===== src/homing_defs.vh =====
`ifndef HOMING_DEFS_VH
`define HOMING_DEFS_VH

// homing method selector codes handled here
`define HM_M20        8'h14
`define HM_M21        8'h15
`define HM_M22        8'h16
`define HM_M23        8'h17
`define HM_M24        8'h18
`define HM_M25        8'h19
`define HM_M26        8'h1a
`define HM_M27        8'h1b

// direction and speed class encodings
`define DIR_POS       1'b1
`define DIR_NEG       1'b0
`define SPD_HIGH      1'b1
`define SPD_LOW       1'b0

// segment table word layout
`define TBL_W         8
`define TBL_NSEG_HI   7
`define TBL_NSEG_LO   6
`define TBL_DIR0      5
`define TBL_SPD0      4
`define TBL_DIR1      3
`define TBL_SPD1      2
`define TBL_DIR2      1
`define TBL_SPD2      0
`define TBL_NONE      8'h00

// segment counts and indices
`define NSEG_NONE     2'h0
`define NSEG_ONE      2'h1
`define NSEG_TWO      2'h2
`define NSEG_THREE    2'h3
`define SEG_FIRST     2'h0
`define SEG_SECOND    2'h1
`define SEG_THIRD     2'h2
`define SEG_STEP      2'h1

// switch bit positions in the synchroniser bundle
`define SW_HOME       0
`define SW_LIM_POS    1
`define SW_LIM_NEG    2
`define SW_COUNT      3
`define SW_RESET      3'h0

// sequencer state codes
`define ST_W          3
`define ST_IDLE       3'h0
`define ST_RUN        3'h1
`define ST_DONE       3'h2
`define ST_FAULT      3'h3

`endif


===== src/switch_edge_sync.v =====
`include "homing_defs.vh"

module switch_edge_sync #(
  parameter WIDTH = `SW_COUNT
) (
  input  wire             clk,
  input  wire             rstn,
  input  wire [WIDTH-1:0] sw_in,
  output reg  [WIDTH-1:0] sw_level,
  output wire [WIDTH-1:0] sw_rise,
  output wire [WIDTH-1:0] sw_fall
);

  reg [WIDTH-1:0] meta_r;
  reg [WIDTH-1:0] prev_r;

  // meta_r feeds only sw_level; edges compare the two later stages
  always @(posedge clk) begin
    if (!rstn) begin
      meta_r   <= {WIDTH{1'b0}};
      sw_level <= {WIDTH{1'b0}};
      prev_r   <= {WIDTH{1'b0}};
    end else begin
      meta_r   <= sw_in;
      sw_level <= meta_r;
      prev_r   <= sw_level;
    end
  end

  assign sw_rise = sw_level & ~prev_r;
  assign sw_fall = ~sw_level & prev_r;

endmodule


===== src/home_switch_homing_sequencer.v =====
// Operation
// - methods 20..27: home switch is both home reference and slow-down point
// - method 20, switch off at start: positive low, stop on rising edge
// - method 20, switch on: negative high, falling reverses positive low, rising stops
// - method 21, switch off: negative high, rising reverses positive low, falling stops
// - methods 21,26,27, switch on: positive low at once, stop on falling edge
// - method 22, switch off: negative low at once, stop on rising edge
// - method 22, switch on: positive high, falling reverses negative low, rising stops
// - method 23, switch off: positive high, rising reverses negative low, falling stops
// - high search begun with switch off reverses at limit, keeping high speed
// - method 23 after limit reversal: rising slows negative low, falling stops
// - method 23, switch on: negative low at once, stop on falling edge
// - method 24, off: positive high, rising negative low, falling positive low, rising stops
// - method 24 after limit: rising negative low, falling positive low, rising stops
// - method 24, on: negative low, falling positive low, rising stops
// - method 25, off: positive high, rising positive low, falling negative low, rising stops
// - method 25 after limit: rising positive low, falling negative low, rising stops
// - method 25, on: positive low, falling negative low, rising stops
// - method 26, off: positive high, rising slows positive low, falling stops
// - method 26 after limit: rising switches to positive low, falling stops
// - method 27, off: negative high, rising reverses positive low, falling stops
// - method 27 after limit: rising slows positive low, falling stops
`include "homing_defs.vh"

module home_switch_homing_sequencer (
  input  wire       clk,
  input  wire       rstn,
  input  wire       start_req,
  input  wire       abort_req,
  input  wire [7:0] homing_method_select,
  input  wire       home_switch_input,
  input  wire       limit_pos_in,
  input  wire       limit_neg_in,
  output reg        move_en_r,
  output reg        dir_pos_r,
  output reg        speed_high_r,
  output reg        zero_speed_r,
  output reg        busy_r,
  output reg        home_done_r,
  output reg        home_fault_r,
  output reg        limit_reversed_r,
  output reg  [1:0] segment_r
);

  wire [`SW_COUNT-1:0] sw_level;
  wire [`SW_COUNT-1:0] sw_rise;
  wire [`SW_COUNT-1:0] sw_fall;

  switch_edge_sync #(
    .WIDTH (`SW_COUNT)
  ) u_sync (
    .clk      (clk),
    .rstn     (rstn),
    .sw_in    ({limit_neg_in, limit_pos_in, home_switch_input}),
    .sw_level (sw_level),
    .sw_rise  (sw_rise),
    .sw_fall  (sw_fall)
  );

  function [`TBL_W-1:0] pack;
    input [1:0] n;
    input       d0;
    input       s0;
    input       d1;
    input       s1;
    input       d2;
    input       s2;
    begin
      pack = {n, d0, s0, d1, s1, d2, s2};
    end
  endfunction

  // motion plan per method and start level; each segment ends on the next
  // home switch edge, so edge polarity alternates and need not be stored
  function [`TBL_W-1:0] plan;
    input [7:0] m;
    input       act;
    begin
      case (m)
        `HM_M20: begin
          if (!act)
            plan = pack(`NSEG_ONE, `DIR_POS, `SPD_LOW,
                        `DIR_NEG, `SPD_LOW, `DIR_NEG, `SPD_LOW);
          else
            plan = pack(`NSEG_TWO, `DIR_NEG, `SPD_HIGH,
                        `DIR_POS, `SPD_LOW, `DIR_NEG, `SPD_LOW);
        end
        `HM_M21: begin
          if (!act)
            plan = pack(`NSEG_TWO, `DIR_NEG, `SPD_HIGH,
                        `DIR_POS, `SPD_LOW, `DIR_NEG, `SPD_LOW);
          else
            plan = pack(`NSEG_ONE, `DIR_POS, `SPD_LOW,
                        `DIR_NEG, `SPD_LOW, `DIR_NEG, `SPD_LOW);
        end
        `HM_M22: begin
          if (!act)
            plan = pack(`NSEG_ONE, `DIR_NEG, `SPD_LOW,
                        `DIR_NEG, `SPD_LOW, `DIR_NEG, `SPD_LOW);
          else
            plan = pack(`NSEG_TWO, `DIR_POS, `SPD_HIGH,
                        `DIR_NEG, `SPD_LOW, `DIR_NEG, `SPD_LOW);
        end
        `HM_M23: begin
          // limit reversal keeps the same second segment
          if (!act)
            plan = pack(`NSEG_TWO, `DIR_POS, `SPD_HIGH,
                        `DIR_NEG, `SPD_LOW, `DIR_NEG, `SPD_LOW);
          else
            plan = pack(`NSEG_ONE, `DIR_NEG, `SPD_LOW,
                        `DIR_NEG, `SPD_LOW, `DIR_NEG, `SPD_LOW);
        end
        `HM_M24: begin
          if (!act)
            plan = pack(`NSEG_THREE, `DIR_POS, `SPD_HIGH,
                        `DIR_NEG, `SPD_LOW, `DIR_POS, `SPD_LOW);
          else
            plan = pack(`NSEG_TWO, `DIR_NEG, `SPD_LOW,
                        `DIR_POS, `SPD_LOW, `DIR_NEG, `SPD_LOW);
        end
        `HM_M25: begin
          if (!act)
            plan = pack(`NSEG_THREE, `DIR_POS, `SPD_HIGH,
                        `DIR_POS, `SPD_LOW, `DIR_NEG, `SPD_LOW);
          else
            plan = pack(`NSEG_TWO, `DIR_POS, `SPD_LOW,
                        `DIR_NEG, `SPD_LOW, `DIR_NEG, `SPD_LOW);
        end
        `HM_M26: begin
          if (!act)
            plan = pack(`NSEG_TWO, `DIR_POS, `SPD_HIGH,
                        `DIR_POS, `SPD_LOW, `DIR_NEG, `SPD_LOW);
          else
            plan = pack(`NSEG_ONE, `DIR_POS, `SPD_LOW,
                        `DIR_NEG, `SPD_LOW, `DIR_NEG, `SPD_LOW);
        end
        `HM_M27: begin
          if (!act)
            plan = pack(`NSEG_TWO, `DIR_NEG, `SPD_HIGH,
                        `DIR_POS, `SPD_LOW, `DIR_NEG, `SPD_LOW);
          else
            plan = pack(`NSEG_ONE, `DIR_POS, `SPD_LOW,
                        `DIR_NEG, `SPD_LOW, `DIR_NEG, `SPD_LOW);
        end
        default: plan = `TBL_NONE;
      endcase
    end
  endfunction

  function seg_dir;
    input [`TBL_W-1:0] t;
    input [1:0]        s;
    begin
      case (s)
        `SEG_FIRST:  seg_dir = t[`TBL_DIR0];
        `SEG_SECOND: seg_dir = t[`TBL_DIR1];
        default:     seg_dir = t[`TBL_DIR2];
      endcase
    end
  endfunction

  function seg_spd;
    input [`TBL_W-1:0] t;
    input [1:0]        s;
    begin
      case (s)
        `SEG_FIRST:  seg_spd = t[`TBL_SPD0];
        `SEG_SECOND: seg_spd = t[`TBL_SPD1];
        default:     seg_spd = t[`TBL_SPD2];
      endcase
    end
  endfunction

  function [1:0] seg_count;
    input [`TBL_W-1:0] t;
    begin
      seg_count = t[`TBL_NSEG_HI:`TBL_NSEG_LO];
    end
  endfunction

  function [1:0] seg_after;
    input [1:0] s;
    begin
      seg_after = s + `SEG_STEP;
    end
  endfunction

  // segments alternate edges: even segments wait for rising when the
  // switch was off at start, for falling when it was on
  function edge_hit;
    input [1:0] s;
    input       act;
    input       rise;
    input       fall;
    begin
      if (s[0] ^ ~act)
        edge_hit = rise;
      else
        edge_hit = fall;
    end
  endfunction

  function limit_hit;
    input d;
    input lp;
    input ln;
    begin
      if (d == `DIR_POS)
        limit_hit = lp;
      else
        limit_hit = ln;
    end
  endfunction

  localparam [`ST_W-1:0] S_IDLE  = `ST_IDLE;
  localparam [`ST_W-1:0] S_RUN   = `ST_RUN;
  localparam [`ST_W-1:0] S_DONE  = `ST_DONE;
  localparam [`ST_W-1:0] S_FAULT = `ST_FAULT;

  reg [`ST_W-1:0]  state_r;
  reg [`ST_W-1:0]  state_nxt;
  reg [`TBL_W-1:0] plan_r;
  reg [`TBL_W-1:0] plan_nxt;
  reg              start_act_r;
  reg              start_act_nxt;
  reg [1:0]        seg_nxt;
  reg              rev_nxt;
  reg              dir_nxt;
  reg              spd_nxt;
  reg              move_nxt;
  reg              done_nxt;
  reg              fault_nxt;

  wire [`TBL_W-1:0] new_plan = plan(homing_method_select, sw_level[`SW_HOME]);
  wire [1:0]        nseg     = seg_count(plan_r);
  wire [1:0]        seg_next = seg_after(segment_r);
  wire              last_seg = (segment_r == nseg - `SEG_STEP);

  wire hs_edge   = edge_hit(segment_r, start_act_r,
                            sw_rise[`SW_HOME], sw_fall[`SW_HOME]);

  wire lim_ahead = limit_hit(dir_pos_r, sw_level[`SW_LIM_POS], sw_level[`SW_LIM_NEG]);

  // only the opening high-speed search of an off-at-start run may reverse
  wire may_rev = ~start_act_r & ~limit_reversed_r & speed_high_r &
                 (segment_r == `SEG_FIRST);

  always @* begin
    state_nxt     = state_r;
    plan_nxt      = plan_r;
    start_act_nxt = start_act_r;
    seg_nxt       = segment_r;
    rev_nxt       = limit_reversed_r;
    dir_nxt       = dir_pos_r;
    spd_nxt       = speed_high_r;
    move_nxt      = move_en_r;
    done_nxt      = home_done_r;
    fault_nxt     = home_fault_r;
    case (state_r)
      S_IDLE, S_DONE, S_FAULT: begin
        // done and fault hold until a new start, so software can poll them
        if (start_req) begin
          done_nxt  = 1'b0;
          fault_nxt = 1'b0;
          rev_nxt   = 1'b0;
          seg_nxt   = `SEG_FIRST;
          if (seg_count(new_plan) == `NSEG_NONE) begin
            state_nxt = S_FAULT;
            fault_nxt = 1'b1;
            move_nxt  = 1'b0;
          end else begin
            state_nxt     = S_RUN;
            plan_nxt      = new_plan;
            start_act_nxt = sw_level[`SW_HOME];
            dir_nxt       = seg_dir(new_plan, `SEG_FIRST);
            spd_nxt       = seg_spd(new_plan, `SEG_FIRST);
            move_nxt      = 1'b1;
          end
        end
      end
      S_RUN: begin
        if (abort_req) begin
          state_nxt = S_IDLE;
          move_nxt  = 1'b0;
          spd_nxt   = `SPD_LOW;
        end else if (hs_edge) begin
          if (last_seg) begin
            state_nxt = S_DONE;
            move_nxt  = 1'b0;
            spd_nxt   = `SPD_LOW;
            done_nxt  = 1'b1;
          end else begin
            seg_nxt = seg_next;
            dir_nxt = seg_dir(plan_r, seg_next);
            spd_nxt = seg_spd(plan_r, seg_next);
          end
        end else if (lim_ahead) begin
          if (may_rev) begin
            dir_nxt = ~dir_pos_r;
            rev_nxt = 1'b1;
          end else begin
            // any limit that may_rev does not allow means no home switch on this axis
            state_nxt = S_FAULT;
            move_nxt  = 1'b0;
            spd_nxt   = `SPD_LOW;
            fault_nxt = 1'b1;
          end
        end
      end
      default: begin
        state_nxt = S_IDLE;
        move_nxt  = 1'b0;
        spd_nxt   = `SPD_LOW;
      end
    endcase
  end

  always @(posedge clk) begin
    if (!rstn) begin
      state_r          <= S_IDLE;
      plan_r           <= `TBL_NONE;
      start_act_r      <= 1'b0;
      segment_r        <= `SEG_FIRST;
      limit_reversed_r <= 1'b0;
      dir_pos_r        <= `DIR_NEG;
      speed_high_r     <= `SPD_LOW;
      move_en_r        <= 1'b0;
      zero_speed_r     <= 1'b1;
      busy_r           <= 1'b0;
      home_done_r      <= 1'b0;
      home_fault_r     <= 1'b0;
    end else begin
      state_r          <= state_nxt;
      plan_r           <= plan_nxt;
      start_act_r      <= start_act_nxt;
      segment_r        <= seg_nxt;
      limit_reversed_r <= rev_nxt;
      dir_pos_r        <= dir_nxt;
      speed_high_r     <= spd_nxt;
      move_en_r        <= move_nxt;
      zero_speed_r     <= ~move_nxt;
      busy_r           <= (state_nxt == S_RUN);
      home_done_r      <= done_nxt;
      home_fault_r     <= fault_nxt;
    end
  end

endmodule


===== config.mk =====
export PLATFORM = sky130hd
export DESIGN_NAME = home_switch_homing_sequencer
export DESIGN_NICKNAME = d
export VERILOG_FILES = /design/src/switch_edge_sync.v /design/src/home_switch_homing_sequencer.v
export VERILOG_INCLUDE_DIRS = /design/src
export SDC_FILE = /design/constraint.sdc
export NUM_CORES = 1
export LEC_CHECK = 0
export BUFFER_PORTS_ARGS = -buffer_cell sky130_fd_sc_hd__buf_2
export CORE_MARGIN = 3
export CORE_UTILIZATION = 45
export DETAILED_ROUTE_END_ITERATION = 10
export HOLD_SLACK_MARGIN = 0.08
export PLACE_DENSITY = 0.67
export SYNTH_ARGS = -nofsm -noshare
export SYNTH_HDL_FRONTEND = slang
export SYNTH_HIERARCHICAL = 1
export SYNTH_SLANG_ARGS = --single-unit

===== constraint.sdc =====
create_clock -name clk -period 2.8 [get_ports clk]
set_clock_uncertainty 0.2 [all_clocks]
set_input_delay 0 -clock clk [delete_from_list [all_inputs] [get_ports clk]]
set_output_delay 0 -clock clk [all_outputs]
set_load 0.02 [all_outputs]

==> results.json <==
{
  "routed-via-count": 1369,
  "gr-total-overflow": 0,
  "gp_congestion": 0.900,
  "r2r_setup_slack_ns": 0.26,
  "grt_usage": 0.192,
  "whs_path_depth": 1,
  "reg2reg_to": "limit_reversed_r",
  "endpoint_kind": "flop",
  "fmax_mhz": 393,
  "diodes": 0,
  "drt_iter0_drc": 86,
  "whs_endpoint": "u_sync/sw_level[0]",
  "post-dp-hpwl_um": 2510,
  "max_stage_delay_ns": 0.53,
  "path_clk_slew_ns": 0.13,
  "peakVddDrop_uv": 335,
  "ioPinCount": 25,
  "r2r-start": "segment_r[0]",
  "port_buffers": 24,
  "root_buffer": "clkbuf_4",
  "die_y_um": 62.3,
  "cts_tree": "built",
  "final_antenna_net_count": 0,
  "synth_nets": 179,
  "clockPowerShare": 0.238,
  "crit_chain": "xor2_1 -> mux2i_2 -> a31oi_1 -> nor2_1 -> o211a_1 -> dlygate4sd3_1",
  "rsz0062_at_grt": "false",
  "clock_sinks": 27,
  "postCtsSetupRepairBufs": 0,
  "drt-pass1-iter-count": 4,
  "start_util": 0.496,
  "worstSetupPathType": "reg2reg",
  "drive_gt1_frac": 0.178,
  "sw_frac_of_total": 0.260,
  "fin_crit_sh": 0.909,
  "drt-vias-per-instance": 5.61,
  "start_kind": "flop",
  "critical-path-slowest-cell": "dlygate4sd3_1",
  "p_seq_frac": 0.591,
  "fin_nets": 220,
  "fin_cells": 244,
  "cp.required_ns": 2.87,
  "whs_ns": 0.250,
  "power_frac_comb": 0.172,
  "setup_viol": 0,
  "setup_ws_ns": 0.256,
  "cp.arrival_ns": 2.62,
  "relSlewSlack": 0.640,
  "grt_pass1_wl_um": 6180,
  "worst-slew-pin-transition_ns": 0.530,
  "reg2regPathDepth": 6,
  "p_leak_uw": 0.000747,
  "synth_area_mm2": 0.00143,
  "core_mm2": 0.00288,
  "final-hold-violation-count": 0,
  "dieArea_mm2": 0.00388,
  "antenna_found_initial": 0,
  "pre_cts_slack_ns": 0.690,
  "ys_warn_count": 6,
  "rows": 19,
  "synthCells": 162,
  "maxCapViolations": 0,
  "numCtsBuffers": 3,
  "path_max_fanout": 10,
  "fin_crit_ns": 2.54,
  "fin_tns_setup_ns": 0,
  "h-tree-depth": 1,
  "wl_um": 3510,
  "powerDensity_mw_per_mm2": 381,
  "p_sw_uw": 177,
  "wl_per_cell_um": 14.4,
  "syn_area_per_cell_um2": 8.81,
  "internal_power_uw": 505,
  "clock_latency_ns": 0.32,
  "area_growth_pct": 25.2,
  "grt_max_degree": 16,
  "min_path_type": "reg2reg",
  "die_w_um": 62.3,
  "clockBufferDepth": 2,
  "min_from": "u_sync/meta_r[0]",
  "grt_pass1_vias": 1316,
  "status": "finished, final reports clean",
  "dp.cells": 222,
  "finalMaxSlewViolations": 0,
  "drc": 0
}
registers in the layout, indices dropped and copies added (netlist names):
signal and count:
segment_r 2, plan_r 6, busy_r 1, home_done_r 1, start_act_r 1, speed_high_r 1
u_sync/meta_r 3, zero_speed_r 1, state_r 3, move_en_r 1, dir_pos_r 1, u_sync/prev_r 1
home_fault_r 1, limit_reversed_r 1, u_sync/sw_level 3
per-stage QoR:
stage / utilization / area, µm² / total power [µW]
finish: 0.622 / 1790 / 682
CTS: 0.622 / 1790 / 685
detailed placement: 0.550 / 1580 / 507
global placement: 0.550 / 1580 / 504
global route: 0.622 / 1790 / 720
floorplan: - / 1430 / 475
how the worst max path moves through the flow:
stage | start | endpoint | cells after the start
final | segment_r[0] | limit_reversed_r | 6
after detailed placement | segment_r[0] | dir_pos_r | 5
after global placement | segment_r[0] | dir_pos_r | 5
after CTS | homing_method_select[7] | dir_pos_r | 8
after global routing | segment_r[0] | limit_reversed_r | 6
after floorplan | segment_r[0] | dir_pos_r | 5
power groups by stage:
| stage | clock [µW] | sequential (µW) | combinational (µW) |
|---|---|---|---|
| 2_1_floorplan | 0 | 414 | 61.0 |
| 3_3_place_gp | 0 | 410 | 93.7 |
| 3_5_place_dp | 0 | 411 | 96.4 |
| 4_1_cts | 167 | 403 | 115 |
| 5_1_grt | 185 | 405 | 130 |
| 6_report | 162 | 403 | 117 |
cell usage in the layout, fill, tap and decap left out, types with 2 or more instances in the layout:
master,count
dlygate4sd3_1,18
nand3_1,3
a21o_1,2
or3b_1,2
nand2_1,15
xor2_1,3
a221oi_2,2
or2_1,2
mux2i_1,3
a21boi_0,2
nand2b_1,6
clkbuf_4,3
o22ai_1,2
o211a_1,2
a221oi_1,2
buf_2,24
a21oi_1,10
ha_1,2
nor2b_1,3
nor2_1,13
dfxtp_1,27
and2_1,8
o2111ai_1,2
inv_1,7
a31oi_1,3
o21ai_0,4
area by class of cell:
class,count,area (µm²)
Timing Repair Buffer,43,308
Clock buffer,4,26.3
Sequential cell,27,541
Multi-Input combinational cell,121,835
Inverter,7,26.3
Tap cell,42,52.6
Fill cell,273,1090
worst max-delay path: cells and delay by family, from the launching register on:
family	cells	cell delay [ns]
AOI/OAI and AO/OA	2	0.39
xor gates and xnor gates	1	0.22
buffers and inverters	1	0.53
DFF	1	0.46
muxes	1	0.52
and+or+nand+nor	1	0.17
what timing repair did:
| item | 4_1_cts | 5_1_grt |
|---|---|---|
| hold endpoints to repair | 25 | 0 |
| gates resized for setup | 0 | 0 |
| hold buffers | 18 | 0 |
routing by layer:
| layer | GRT usage | share of wire | up-vias |
|---|---|---|---|
| li1 | - | - | 665 |
| met1 | 0.251 | 0.44 | 631 |
| met2 | 0.323 | 0.47 | 64 |
| met3 | 0.0288 | 0.076 | 9 |
| met4 | 0.0634 | 0.016 | 0 |
| met5 | 0 | 0 | - |
(Power assumes the default switching activity.)
